--- config.mk ---
export PLATFORM = sky130hd
export DESIGN_NAME = tmcs_sequencer
export DESIGN_NICKNAME = d
export VERILOG_FILES = /design/src/inc/tmcs_pkg.sv /design/src/hdl/tmcs_sequencer.sv
export VERILOG_INCLUDE_DIRS = /design/src /design/src/inc
export SDC_FILE = /design/constraint.sdc
export NUM_CORES = 1
export LEC_CHECK = 0
export ABC_CLOCK_PERIOD_IN_PS = 6210
export BUFFER_PORTS_ARGS = -buffer_cell sky130_fd_sc_hd__buf_2
export CAP_MARGIN = 40
export CORE_ASPECT_RATIO = 1.75
export CORE_MARGIN = 5
export CORE_UTILIZATION = 45
export DETAILED_ROUTE_END_ITERATION = 7
export GPL_TIMING_DRIVEN = 1
export PLACE_DENSITY = 0.65
export SYNTH_ARGS = -nofsm -noshare
export SYNTH_HDL_FRONTEND = slang
export SYNTH_SLANG_ARGS = --single-unit
--- constraint.sdc ---
create_clock -name sys_clk -period 6.21 [get_ports sys_clk]
set_input_delay 1.863 -clock sys_clk [delete_from_list [all_inputs] [get_ports sys_clk]]
set_output_delay 1.863 -clock sys_clk [all_outputs]
set_load 0.005 [all_outputs]
--- src/inc/tmcs_regs.svh ---
`ifndef TMCS_REGS_SVH
`define TMCS_REGS_SVH

// register indices; byte address is four times the index
`define TMCS_IDX_COMMAND       4'h0
`define TMCS_IDX_STATUS        4'h1
`define TMCS_IDX_FRAME_COUNT   4'h5
`define TMCS_IDX_SELECT        4'h9

// command register fields
`define TMCS_CMD_CODE_MSB      5
`define TMCS_CMD_GO_BIT        0

// function codes, go bit included
`define TMCS_FN_REWIND_ONLINE  6'h07
`define TMCS_FN_REWIND_OFFLINE 6'h03
`define TMCS_FN_SPACE_FWD      6'h19
`define TMCS_FN_SPACE_REV      6'h1b
`define TMCS_FN_ERASE          6'h15

// status register bits, write one to clear the sticky ones
`define TMCS_ST_ATTENTION      0
`define TMCS_ST_ILLEGAL_FN     1
`define TMCS_ST_COUNT_LOADED   2
`define TMCS_ST_ACTIVE         3

// transport select field
`define TMCS_SEL_MSB           2

// reset values
`define TMCS_RST_FRAME_COUNT   16'h0000
`define TMCS_RST_SELECT        3'h0
`define TMCS_RST_CODE          6'h00

// motion delay counter reaches speed at this count
`define TMCS_DELAY_DONE        8'h02

`endif

--- src/inc/tmcs_pkg.sv ---
`default_nettype none
package tmcs_pkg;

    typedef enum logic [3:0] {
        TMCS_IDLE,
        TMCS_REW_GO,
        TMCS_LAUNCH,
        TMCS_LOAD,
        TMCS_SP_START,
        TMCS_SP_READ,
        TMCS_SP_GAPLD,
        TMCS_SP_GAP,
        TMCS_SP_RELAUNCH,
        TMCS_ER_START,
        TMCS_ER_STOPLD,
        TMCS_ER_STOP,
        TMCS_FINISH
    } tmcs_state_t;

    // lines driven toward the selected transport
    typedef struct packed {
        logic [2:0] unitSelect;
        logic       rewindRequestLine;
        logic       aheadMotionLine;
        logic       backwardMotionLine;
        logic       recordEnableLine;
        logic       launchPulse;
        logic       haltLine;
        logic       motionDelayEnable;
        logic       charAssemblyInhibit;
    } tmcs_slave_out_t;

    // lines returned by the transport
    typedef struct packed {
        logic [7:0] readData;
        logic       transportStatusChange;
        logic       tapeStartMarker;
        logic       tapeEndMarker;
        logic       fileMarkSeen;
        logic       interrecordGap;
    } tmcs_slave_in_t;

endpackage : tmcs_pkg
`default_nettype wire

--- src/hdl/tmcs_sequencer.sv ---
//Contract
//[RULE_01] codes 07 and 03 both start a rewind
//[RULE_02] both rewinds run the same sequence
//[RULE_03] host selects unit then writes command
//[RULE_04] drive select bits onto slave bus
//[RULE_05] rewind line; off-line adds record enable
//[RULE_06] rewind: launch plus halt, then clear active
//[RULE_07] transport starts rewind on launch pulse
//[RULE_08] transport returns to marker and stops
//[RULE_09] status change sets attention and host line
//[RULE_10] host loads negative count, writes space code
//[RULE_11] space: direction line, launch, delay enable; code raises delay enable with the direction line, a cycle before launch
//[RULE_12] delay built from transport presets
//[RULE_13] spacing detects characters, inhibits assembly
//[RULE_14] each gap: count, delay, halt, relaunch
//[RULE_15] halt to relaunch well under one microsecond
//[RULE_16] count overflow withholds next launch
//[RULE_17] markers or overflow end spacing, clear active
//[RULE_18] erase: forward plus record enable, launch
//[RULE_19] transport energises heads on launch
//[RULE_20] preset counts up; two means at speed
//[RULE_21] erase stop delay then halt, clear active
//[RULE_22] transport drops motion on halt
//[RULE_23] frame count writes only while idle
//[RULE_24] space without loaded count is illegal
//[RULE_25] commands written while active are ignored
//
// The APB interface to the registers and the address map were left to the implementer.
`timescale 1ns/1ps
`default_nettype none
`include "tmcs_regs.svh"

module tmcs_sequencer
    import tmcs_pkg::*;
(
    input  wire logic            sys_clk,
    input  wire logic            rst_n,
    input  wire logic            psel,
    input  wire logic            penable,
    input  wire logic            pwrite,
    input  wire logic [7:0]      paddr,
    input  wire logic [31:0]     pwdata,
    output var  logic [31:0]     prdata,
    output var  logic            pready,
    output var  logic            pslverr,
    input  wire tmcs_slave_in_t  slaveIn,
    output var  tmcs_slave_out_t slaveOut,
    output var  logic            hostAttentionLine
);

    tmcs_state_t state_q;
    logic [5:0]  code_q;
    logic [2:0]  select_q;
    logic [15:0] frameCount_q;
    logic [7:0]  delay_q;
    logic        countLoaded_q;
    logic        attention_q;
    logic        illegalFn_q;
    logic        isErase_q;
    logic        rewindLine_q;
    logic        aheadLine_q;
    logic        backLine_q;
    logic        recEnLine_q;
    logic        launch_q;
    logic        halt_q;
    logic        delayEn_q;

    logic        access;
    logic        wrDone;
    logic [3:0]  regIdx;
    logic        idxOk;
    logic        active;
    logic        cmdWrite;
    logic [5:0]  newCode;
    logic        isRewind;
    logic        isSpace;
    logic        isEraseCode;
    logic        cmdIllegal;
    logic        delayDone;
    logic        marker;
    logic        gapCount;

    assign access   = psel & penable;
    assign wrDone   = access & pready & pwrite;
    assign regIdx   = paddr[5:2];
    assign idxOk    = (paddr[7:6] == 2'b00) && (paddr[1:0] == 2'b00) &&
                      (regIdx == `TMCS_IDX_COMMAND || regIdx == `TMCS_IDX_STATUS ||
                       regIdx == `TMCS_IDX_FRAME_COUNT || regIdx == `TMCS_IDX_SELECT);
    assign active   = (state_q != TMCS_IDLE);
    assign cmdWrite = wrDone && idxOk && regIdx == `TMCS_IDX_COMMAND;
    assign newCode  = pwdata[`TMCS_CMD_CODE_MSB:0];

    assign isRewind    = (newCode == `TMCS_FN_REWIND_ONLINE) ||
                         (newCode == `TMCS_FN_REWIND_OFFLINE); // RULE_01
    assign isSpace     = (newCode == `TMCS_FN_SPACE_FWD) || (newCode == `TMCS_FN_SPACE_REV);
    assign isEraseCode = (newCode == `TMCS_FN_ERASE);
    // unknown codes, and spacing without a loaded count, are refused
    assign cmdIllegal  = (isSpace && !countLoaded_q) || // RULE_24
                         !(isRewind || isSpace || isEraseCode);

    assign delayDone = (delay_q == `TMCS_DELAY_DONE); // RULE_20
    assign marker    = slaveIn.tapeStartMarker | slaveIn.tapeEndMarker | slaveIn.fileMarkSeen;
    assign gapCount  = (state_q == TMCS_SP_READ) && !marker && slaveIn.interrecordGap;

    // apb: one wait state, so every answer comes from a flop
    always_ff @(posedge sys_clk or negedge rst_n) begin
        if (!rst_n) begin
            pready  <= 1'b0;
            prdata  <= 32'h0000_0000;
            pslverr <= 1'b0;
        end else if (access && !pready) begin
            pready  <= 1'b1;
            pslverr <= !idxOk;
            prdata  <= 32'h0000_0000;
            if (idxOk && !pwrite) begin
                unique case (regIdx)
                    `TMCS_IDX_COMMAND: prdata <= {26'h0, code_q[5:1], active};
                    `TMCS_IDX_STATUS: prdata <= {28'h0, active, countLoaded_q,
                                                 illegalFn_q, attention_q};
                    `TMCS_IDX_FRAME_COUNT: prdata <= {16'h0, frameCount_q};
                    default: prdata <= {29'h0, select_q};
                endcase
            end
        end else begin
            pready  <= 1'b0;
            pslverr <= 1'b0;
        end
    end

    // unit select; held steady while a command runs
    always_ff @(posedge sys_clk or negedge rst_n) begin
        if (!rst_n) begin
            select_q <= `TMCS_RST_SELECT;
        end else if (wrDone && idxOk && regIdx == `TMCS_IDX_SELECT && !active) begin
            select_q <= pwdata[`TMCS_SEL_MSB:0]; // RULE_03
        end
    end

    // frame counter and its loaded flag
    always_ff @(posedge sys_clk or negedge rst_n) begin
        if (!rst_n) begin
            frameCount_q  <= `TMCS_RST_FRAME_COUNT;
            countLoaded_q <= 1'b0;
        end else if (gapCount) begin
            frameCount_q <= frameCount_q + 16'h0001; // RULE_14
            if (frameCount_q == 16'hffff) begin
                countLoaded_q <= 1'b0;
            end
        end else if (wrDone && idxOk && regIdx == `TMCS_IDX_FRAME_COUNT && !active) begin
            frameCount_q  <= pwdata[15:0]; // RULE_23
            countLoaded_q <= 1'b1;
        end
    end

    // sticky status; a set in the clearing cycle wins
    always_ff @(posedge sys_clk or negedge rst_n) begin
        if (!rst_n) begin
            attention_q <= 1'b0;
            illegalFn_q <= 1'b0;
        end else begin
            if (wrDone && idxOk && regIdx == `TMCS_IDX_STATUS) begin
                if (pwdata[`TMCS_ST_ATTENTION]) begin
                    attention_q <= 1'b0;
                end
                if (pwdata[`TMCS_ST_ILLEGAL_FN]) begin
                    illegalFn_q <= 1'b0;
                end
            end
            if (slaveIn.transportStatusChange) begin
                attention_q <= 1'b1; // RULE_09
            end
            if (cmdWrite && !active && cmdIllegal) begin
                illegalFn_q <= 1'b1; // RULE_24
            end
        end
    end

    // motion delay: preset loaded, then counted up each cycle
    // limitation: no prescale, so the transport presets set the full length
    always_ff @(posedge sys_clk or negedge rst_n) begin
        if (!rst_n) begin
            delay_q <= 8'h00;
        end else if (state_q == TMCS_LOAD || state_q == TMCS_SP_GAPLD ||
                     state_q == TMCS_ER_STOPLD) begin
            delay_q <= slaveIn.readData; // RULE_12
        end else if (!delayDone) begin
            delay_q <= delay_q + 8'h01; // RULE_20
        end
    end

    // sequencer with its slave-bus lines
    always_ff @(posedge sys_clk or negedge rst_n) begin
        if (!rst_n) begin
            state_q      <= TMCS_IDLE;
            code_q       <= `TMCS_RST_CODE;
            isErase_q    <= 1'b0;
            rewindLine_q <= 1'b0;
            aheadLine_q  <= 1'b0;
            backLine_q   <= 1'b0;
            recEnLine_q  <= 1'b0;
            launch_q     <= 1'b0;
            halt_q       <= 1'b0;
            delayEn_q    <= 1'b0;
        end else begin
            launch_q <= 1'b0;
            halt_q   <= 1'b0;
            unique case (state_q)
                TMCS_IDLE: begin
                    // a command written while busy never reaches here
                    if (cmdWrite && !cmdIllegal) begin // RULE_25
                        code_q    <= newCode;
                        isErase_q <= isEraseCode;
                        if (isRewind) begin
                            rewindLine_q <= 1'b1; // RULE_05
                            recEnLine_q  <= (newCode == `TMCS_FN_REWIND_OFFLINE); // RULE_05
                            state_q      <= TMCS_REW_GO; // RULE_02
                        end else if (isSpace) begin
                            aheadLine_q <= (newCode == `TMCS_FN_SPACE_FWD); // RULE_11
                            backLine_q  <= (newCode == `TMCS_FN_SPACE_REV); // RULE_11
                            // enable leads launch so presets stand when load samples them
                            delayEn_q   <= 1'b1; // RULE_12
                            state_q     <= TMCS_LAUNCH;
                        end else begin
                            aheadLine_q <= 1'b1; // RULE_18
                            recEnLine_q <= 1'b1; // RULE_18
                            delayEn_q   <= 1'b1; // RULE_12
                            state_q     <= TMCS_LAUNCH;
                        end
                    end
                end
                TMCS_REW_GO: begin
                    launch_q <= 1'b1; // RULE_06
                    halt_q   <= 1'b1; // RULE_06
                    state_q  <= TMCS_FINISH;
                end
                TMCS_LAUNCH: begin
                    launch_q  <= 1'b1; // RULE_11
                    delayEn_q <= 1'b1; // RULE_18
                    state_q   <= TMCS_LOAD;
                end
                TMCS_LOAD: begin
                    state_q <= isErase_q ? TMCS_ER_START : TMCS_SP_START;
                end
                TMCS_SP_START: begin
                    if (marker) begin
                        halt_q  <= 1'b1; // RULE_17
                        state_q <= TMCS_FINISH;
                    end else if (delayDone) begin
                        state_q <= TMCS_SP_READ;
                    end
                end
                TMCS_SP_READ: begin
                    if (marker) begin
                        halt_q  <= 1'b1; // RULE_17
                        state_q <= TMCS_FINISH;
                    end else if (slaveIn.interrecordGap) begin
                        state_q <= TMCS_SP_GAPLD; // RULE_14
                    end
                end
                TMCS_SP_GAPLD: begin
                    state_q <= TMCS_SP_GAP;
                end
                TMCS_SP_GAP: begin
                    if (marker) begin
                        halt_q  <= 1'b1; // RULE_17
                        state_q <= TMCS_FINISH;
                    end else if (delayDone) begin
                        halt_q <= 1'b1; // RULE_14
                        if (frameCount_q == 16'h0000) begin
                            state_q <= TMCS_FINISH; // RULE_16
                        end else begin
                            state_q <= TMCS_SP_RELAUNCH;
                        end
                    end
                end
                TMCS_SP_RELAUNCH: begin
                    // one cycle after halt keeps the hand-off far inside a microsecond
                    launch_q <= 1'b1; // RULE_15
                    state_q  <= TMCS_LOAD; // RULE_14
                end
                TMCS_ER_START: begin
                    if (delayDone) begin
                        state_q <= TMCS_ER_STOPLD;
                    end
                end
                TMCS_ER_STOPLD: begin
                    state_q <= TMCS_ER_STOP;
                end
                TMCS_ER_STOP: begin
                    if (delayDone) begin
                        halt_q  <= 1'b1; // RULE_21
                        state_q <= TMCS_FINISH;
                    end
                end
                TMCS_FINISH: begin
                    rewindLine_q <= 1'b0;
                    aheadLine_q  <= 1'b0;
                    backLine_q   <= 1'b0;
                    recEnLine_q  <= 1'b0;
                    delayEn_q    <= 1'b0;
                    state_q      <= TMCS_IDLE; // RULE_17
                end
            endcase
        end
    end

    // all outputs come straight from flops
    always_ff @(posedge sys_clk or negedge rst_n) begin
        if (!rst_n) begin
            slaveOut          <= '0;
            hostAttentionLine <= 1'b0;
        end else begin
            slaveOut.unitSelect          <= select_q; // RULE_04
            slaveOut.rewindRequestLine   <= rewindLine_q;
            slaveOut.aheadMotionLine     <= aheadLine_q;
            slaveOut.backwardMotionLine  <= backLine_q;
            slaveOut.recordEnableLine    <= recEnLine_q;
            slaveOut.launchPulse         <= launch_q;
            slaveOut.haltLine            <= halt_q;
            slaveOut.motionDelayEnable   <= delayEn_q;
            slaveOut.charAssemblyInhibit <= aheadLine_q | backLine_q; // RULE_13
            hostAttentionLine            <= attention_q; // RULE_09
        end
    end

endmodule : tmcs_sequencer
`default_nettype wire

==> results.py <==
metrics = {
    "logic_synthesis": {
        "synth.avg_cell_area_um2": 9.775,
        "synthArstFlopShare_pct": 100.0,
        "mappedNetlistArea_um2": 4115,
        "yosys_register_bits": 77,
        "synth_ff_type": "sky130_fd_sc_hd__dfrtp_1",
        "synth-edff-count": 0,
        "yosys.cell_types.count": 67,
        "seq_area_frac_synth_pct": 46.82,
        "yosysWarnings": 0,
        "syn-instance-count": 421,
    },
    "worst_setup_path": {
        "critical_path_class": "in -> reg",
        "cp_data_required_time_ns": 6.43,
        "cp.arrival_ns": 3.81,
        "reg2regPathDepth": 6,
        "startpoint_of_the_lowest_slack_register_to_register_path": "state_q[0]",
        "reg2reg_to": "frameCount_q[7]",
        "setup.worst_path.end_class": "flip-flop",
        "path_max_fanout": 17,
        "r2r_setup_slack_ns": 3.76,
        "worst_setup_path_start_kind": "input pin",
    },
    "flow_run": {
        "max-cap-violations": 0,
    },
    "pwr": {
        "power.total_mw": 1.556,
        "vdd.ir_drop.worst_uv": 221.0,
        "static-leakage-power_nw": 2.223,
        "power-per-cell-area_nw_per_um2": 327.2,
    },
    "clocking": {
        "cts_repair_resize_count": 0,
        "clock_root_buffer_master": "sky130_fd_sc_hd__clkbuf_16",
        "total_clock_sinks": 77,
        "post_cts_hold_buffers": 0,
        "insertion_delay_ns": 0.34,
        "cts_buffer_depth": 2,
        "path_clk_slew_ns": 0.05,
        "postCtsSetupBuffers": 0,
        "cts_htree_levels": 3,
        "numCtsBuffers": 9,
        "cts_tree": "built",
    },
    "layout": {
        "syn_to_final_growth_pct": 15.57,
        "ant_diodes": 0,
        "multiInputGateArea_um2": 1978,
        "layout-drive-gt1-share_pct": 22.59,
        "stdcell_area_um2": 4756,
        "instances_no_fill": 607,
        "nNetsFinal": 546,
        "fill_cells": 870,
        "layout.area.seq_um2": 1927,
    },
    "sta": {
        "final_period_minus_worst_setup_slack_ns": 3.592,
        "final.setup.tns_ns": 0,
        "setup_viol_count_final": 0,
        "max_freq_ghz": 0.2784,
        "tightest_slew_ns": 0.8703,
        "finalHoldViolations": 0,
        "max_slew_margin_pct": 41.16,
        "min_period_over_period_pct": 57.84,
        "rsz0062_at_grt": "false",
        "final_max_slew_viol_count": 0,
        "skew_ns": 0.005506,
    },
    "drt": {
        "drt-vias-per-instance": 5.526,
        "postRouteWirelength_um": 9618,
        "ant_nets": 0,
        "routed-via-count": 3354,
        "post-route-drc-count": 0,
        "avgRoutedWirePerCell_um": 15.85,
        "initialDrtViolationCount": 133,
        "dr.pass1.iters": 4,
    },
    "place": {
        "gp_congestion": 0.8467,
        "number_of_cells_in_the_design_after_placement": 593,
        "hpwlAfterDp_um": 7329,
        "placement.cell_area_um2": 4508,
        "portBuffers": 71,
    },
    "die": {
        "floorplan_die_area_um2": 11230,
        "core_area_um2": 9036,
        "floorplan.initialDensity_pct": 45.54,
        "placement_rows": 46,
        "io-pin-count": 104,
        "fp.dieW_um": 82.29,
        "die-height_um": 136.5,
    },
    "global_routing": {
        "first_global_vias": 3388,
        "grt_overflow": 0,
        "groute.layer.met1.usage_pct": 20.01,
        "track_usage_pct": 18.34,
        "grtUsageMet3_pct": 4.084,
        "globalRoute.busiestLayer": "met2",
        "met2_capacity_usage_during_global_routing_pct": 31.87,
        "antenna_found_initial": 0,
        "global_route_wire_length_before_repair_um": 15800,
        "grt_max_degree": 47,
    },
    "outcome": {
        "outcome": "finished clean",
    },
    "worst_hold_path": {
        "worstHoldStart": "halt_q",
        "hold_path.class": "reg -> reg",
        "timing.hold.worst_path_depth": 0,
        "min_delay_worst_endpoint": "slaveOut[2]",
    },
}
==> cells in the mapped netlist (all sizes together), types with 3 or more instances <==
cell type   n  area (um^2)
or2         4        25.02
o22ai       3        18.77
nor3b       3        22.52
nand2      39        146.4
mux2i       3        30.03
ha          4        50.05
a211oi      3        27.52
clkbuf     12        46.29
and3        5        31.28
a21oi      18        90.09
buf        25        167.7
nor2       28        105.1
o211ai     14        105.1
nor4        6        58.80
a31oi       4        25.02
a22o       17        148.9
nand3      28        145.1
mux2       10        112.6
dfrtp      77         1927
inv        14        52.55
nand4      10        77.57
nor2b       6        37.54
o31ai       4        30.03
or3         9        56.30
and4        5        43.79
o21ai      11        55.05
a32o        3        30.03
nor3       13        85.08
xor2        7        61.31
==> metal layers <==
| layer | routed length [um] | vias up |
|---|---|---|
| met5 | 0 | - |
| met1 | 3637 | 1611 |
| li1 | - | 1653 |
| met3 | 411 | 21 |
| met2 | 5259 | 69 |
| met4 | 310 | 0 |
==> critical path: stages <==
cell	delay [ns]
sky130_fd_sc_hd__buf_2	0.21
sky130_fd_sc_hd__a211oi_2	0.34
sky130_fd_sc_hd__nand4_1	0.28
sky130_fd_sc_hd__nor3_2	0.48
sky130_fd_sc_hd__buf_4	0.27
sky130_fd_sc_hd__a21oi_1	0.06
sky130_fd_sc_hd__a221o_1	0.30
==> power by group <==
group | switching, mW | internal, mW | leakage (nW) | total, mW
logic | 0.217 | 0.190 | 1.08 | 0.407
registers | 0.116 | 0.584 | 1.02 | 0.700
clock network | 0.186 | 0.263 | 0.125 | 0.449
total | 0.518 | 1.04 | 2.22 | 1.56
==> cells by family after synthesis <==
logic type	synth area share [%]
and+or+nand+nor	22.53
AOI/OAI and AO/OA	17.48
DFF	46.82
buffers and inverters	6.476
muxes	3.466
xor gates and xnor gates	1.916
adders and majority gates	1.216
other	0.09113
==> registers in the layout (all words and copies together), names as in the netlist, 3 cells and up <==
name          flops
slaveOut         11
code_q            5
prdata           16
delay_q           8
select_q          3
frameCount_q     16
state_q           4
==> worst max path at each step <==
stage,start,endpoint,slack [ns],cells past startpoint
floorplan,slaveIn[2],frameCount_q[0],2.80,6
global placement,paddr[4],frameCount_q[7],2.12,6
detailed placement,paddr[4],frameCount_q[7],2.31,7
CTS,paddr[4],frameCount_q[7],2.66,7
global route,paddr[4],frameCount_q[7],2.49,7
finish,paddr[4],frameCount_q[7],2.62,7
==> layout make-up <==
type	count	share of cell area, %
multi-input combinational	308	41.59
sequential	77	40.52
timing repair buffer	74	8.419
clock buffer	11	4.893
tap	120	3.157
inverter	14	1.105
clock inverter	3	0.3157
==> cell usage in the layout, fill, tap and decap left out, types with 11 or more instances in the layout <==
cell type and n:
sky130_fd_sc_hd__o211ai_1 14, sky130_fd_sc_hd__buf_2 70, sky130_fd_sc_hd__nand3_1 27, sky130_fd_sc_hd__nand2_1 39, sky130_fd_sc_hd__nor2_1 28, sky130_fd_sc_hd__o21ai_0 11
sky130_fd_sc_hd__a22o_1 17, sky130_fd_sc_hd__inv_1 14, sky130_fd_sc_hd__conb_1 16, sky130_fd_sc_hd__a21oi_1 18, sky130_fd_sc_hd__dfrtp_1 77
==> through the flow <==
stage | setup slack (ns) | util (%) | hold slack [ns]
floorplan | 2.801 | - | 0.3312
CTS | 2.655 | 52.63 | 0.3489
detailed placement | 2.305 | 49.89 | 0.3365
global placement | 2.121 | 49.50 | 0.3361
global route | 2.494 | 52.63 | 0.3549
finish | 2.618 | 52.63 | 0.3472
Note: power is estimated with default switching activity, not from simulation.
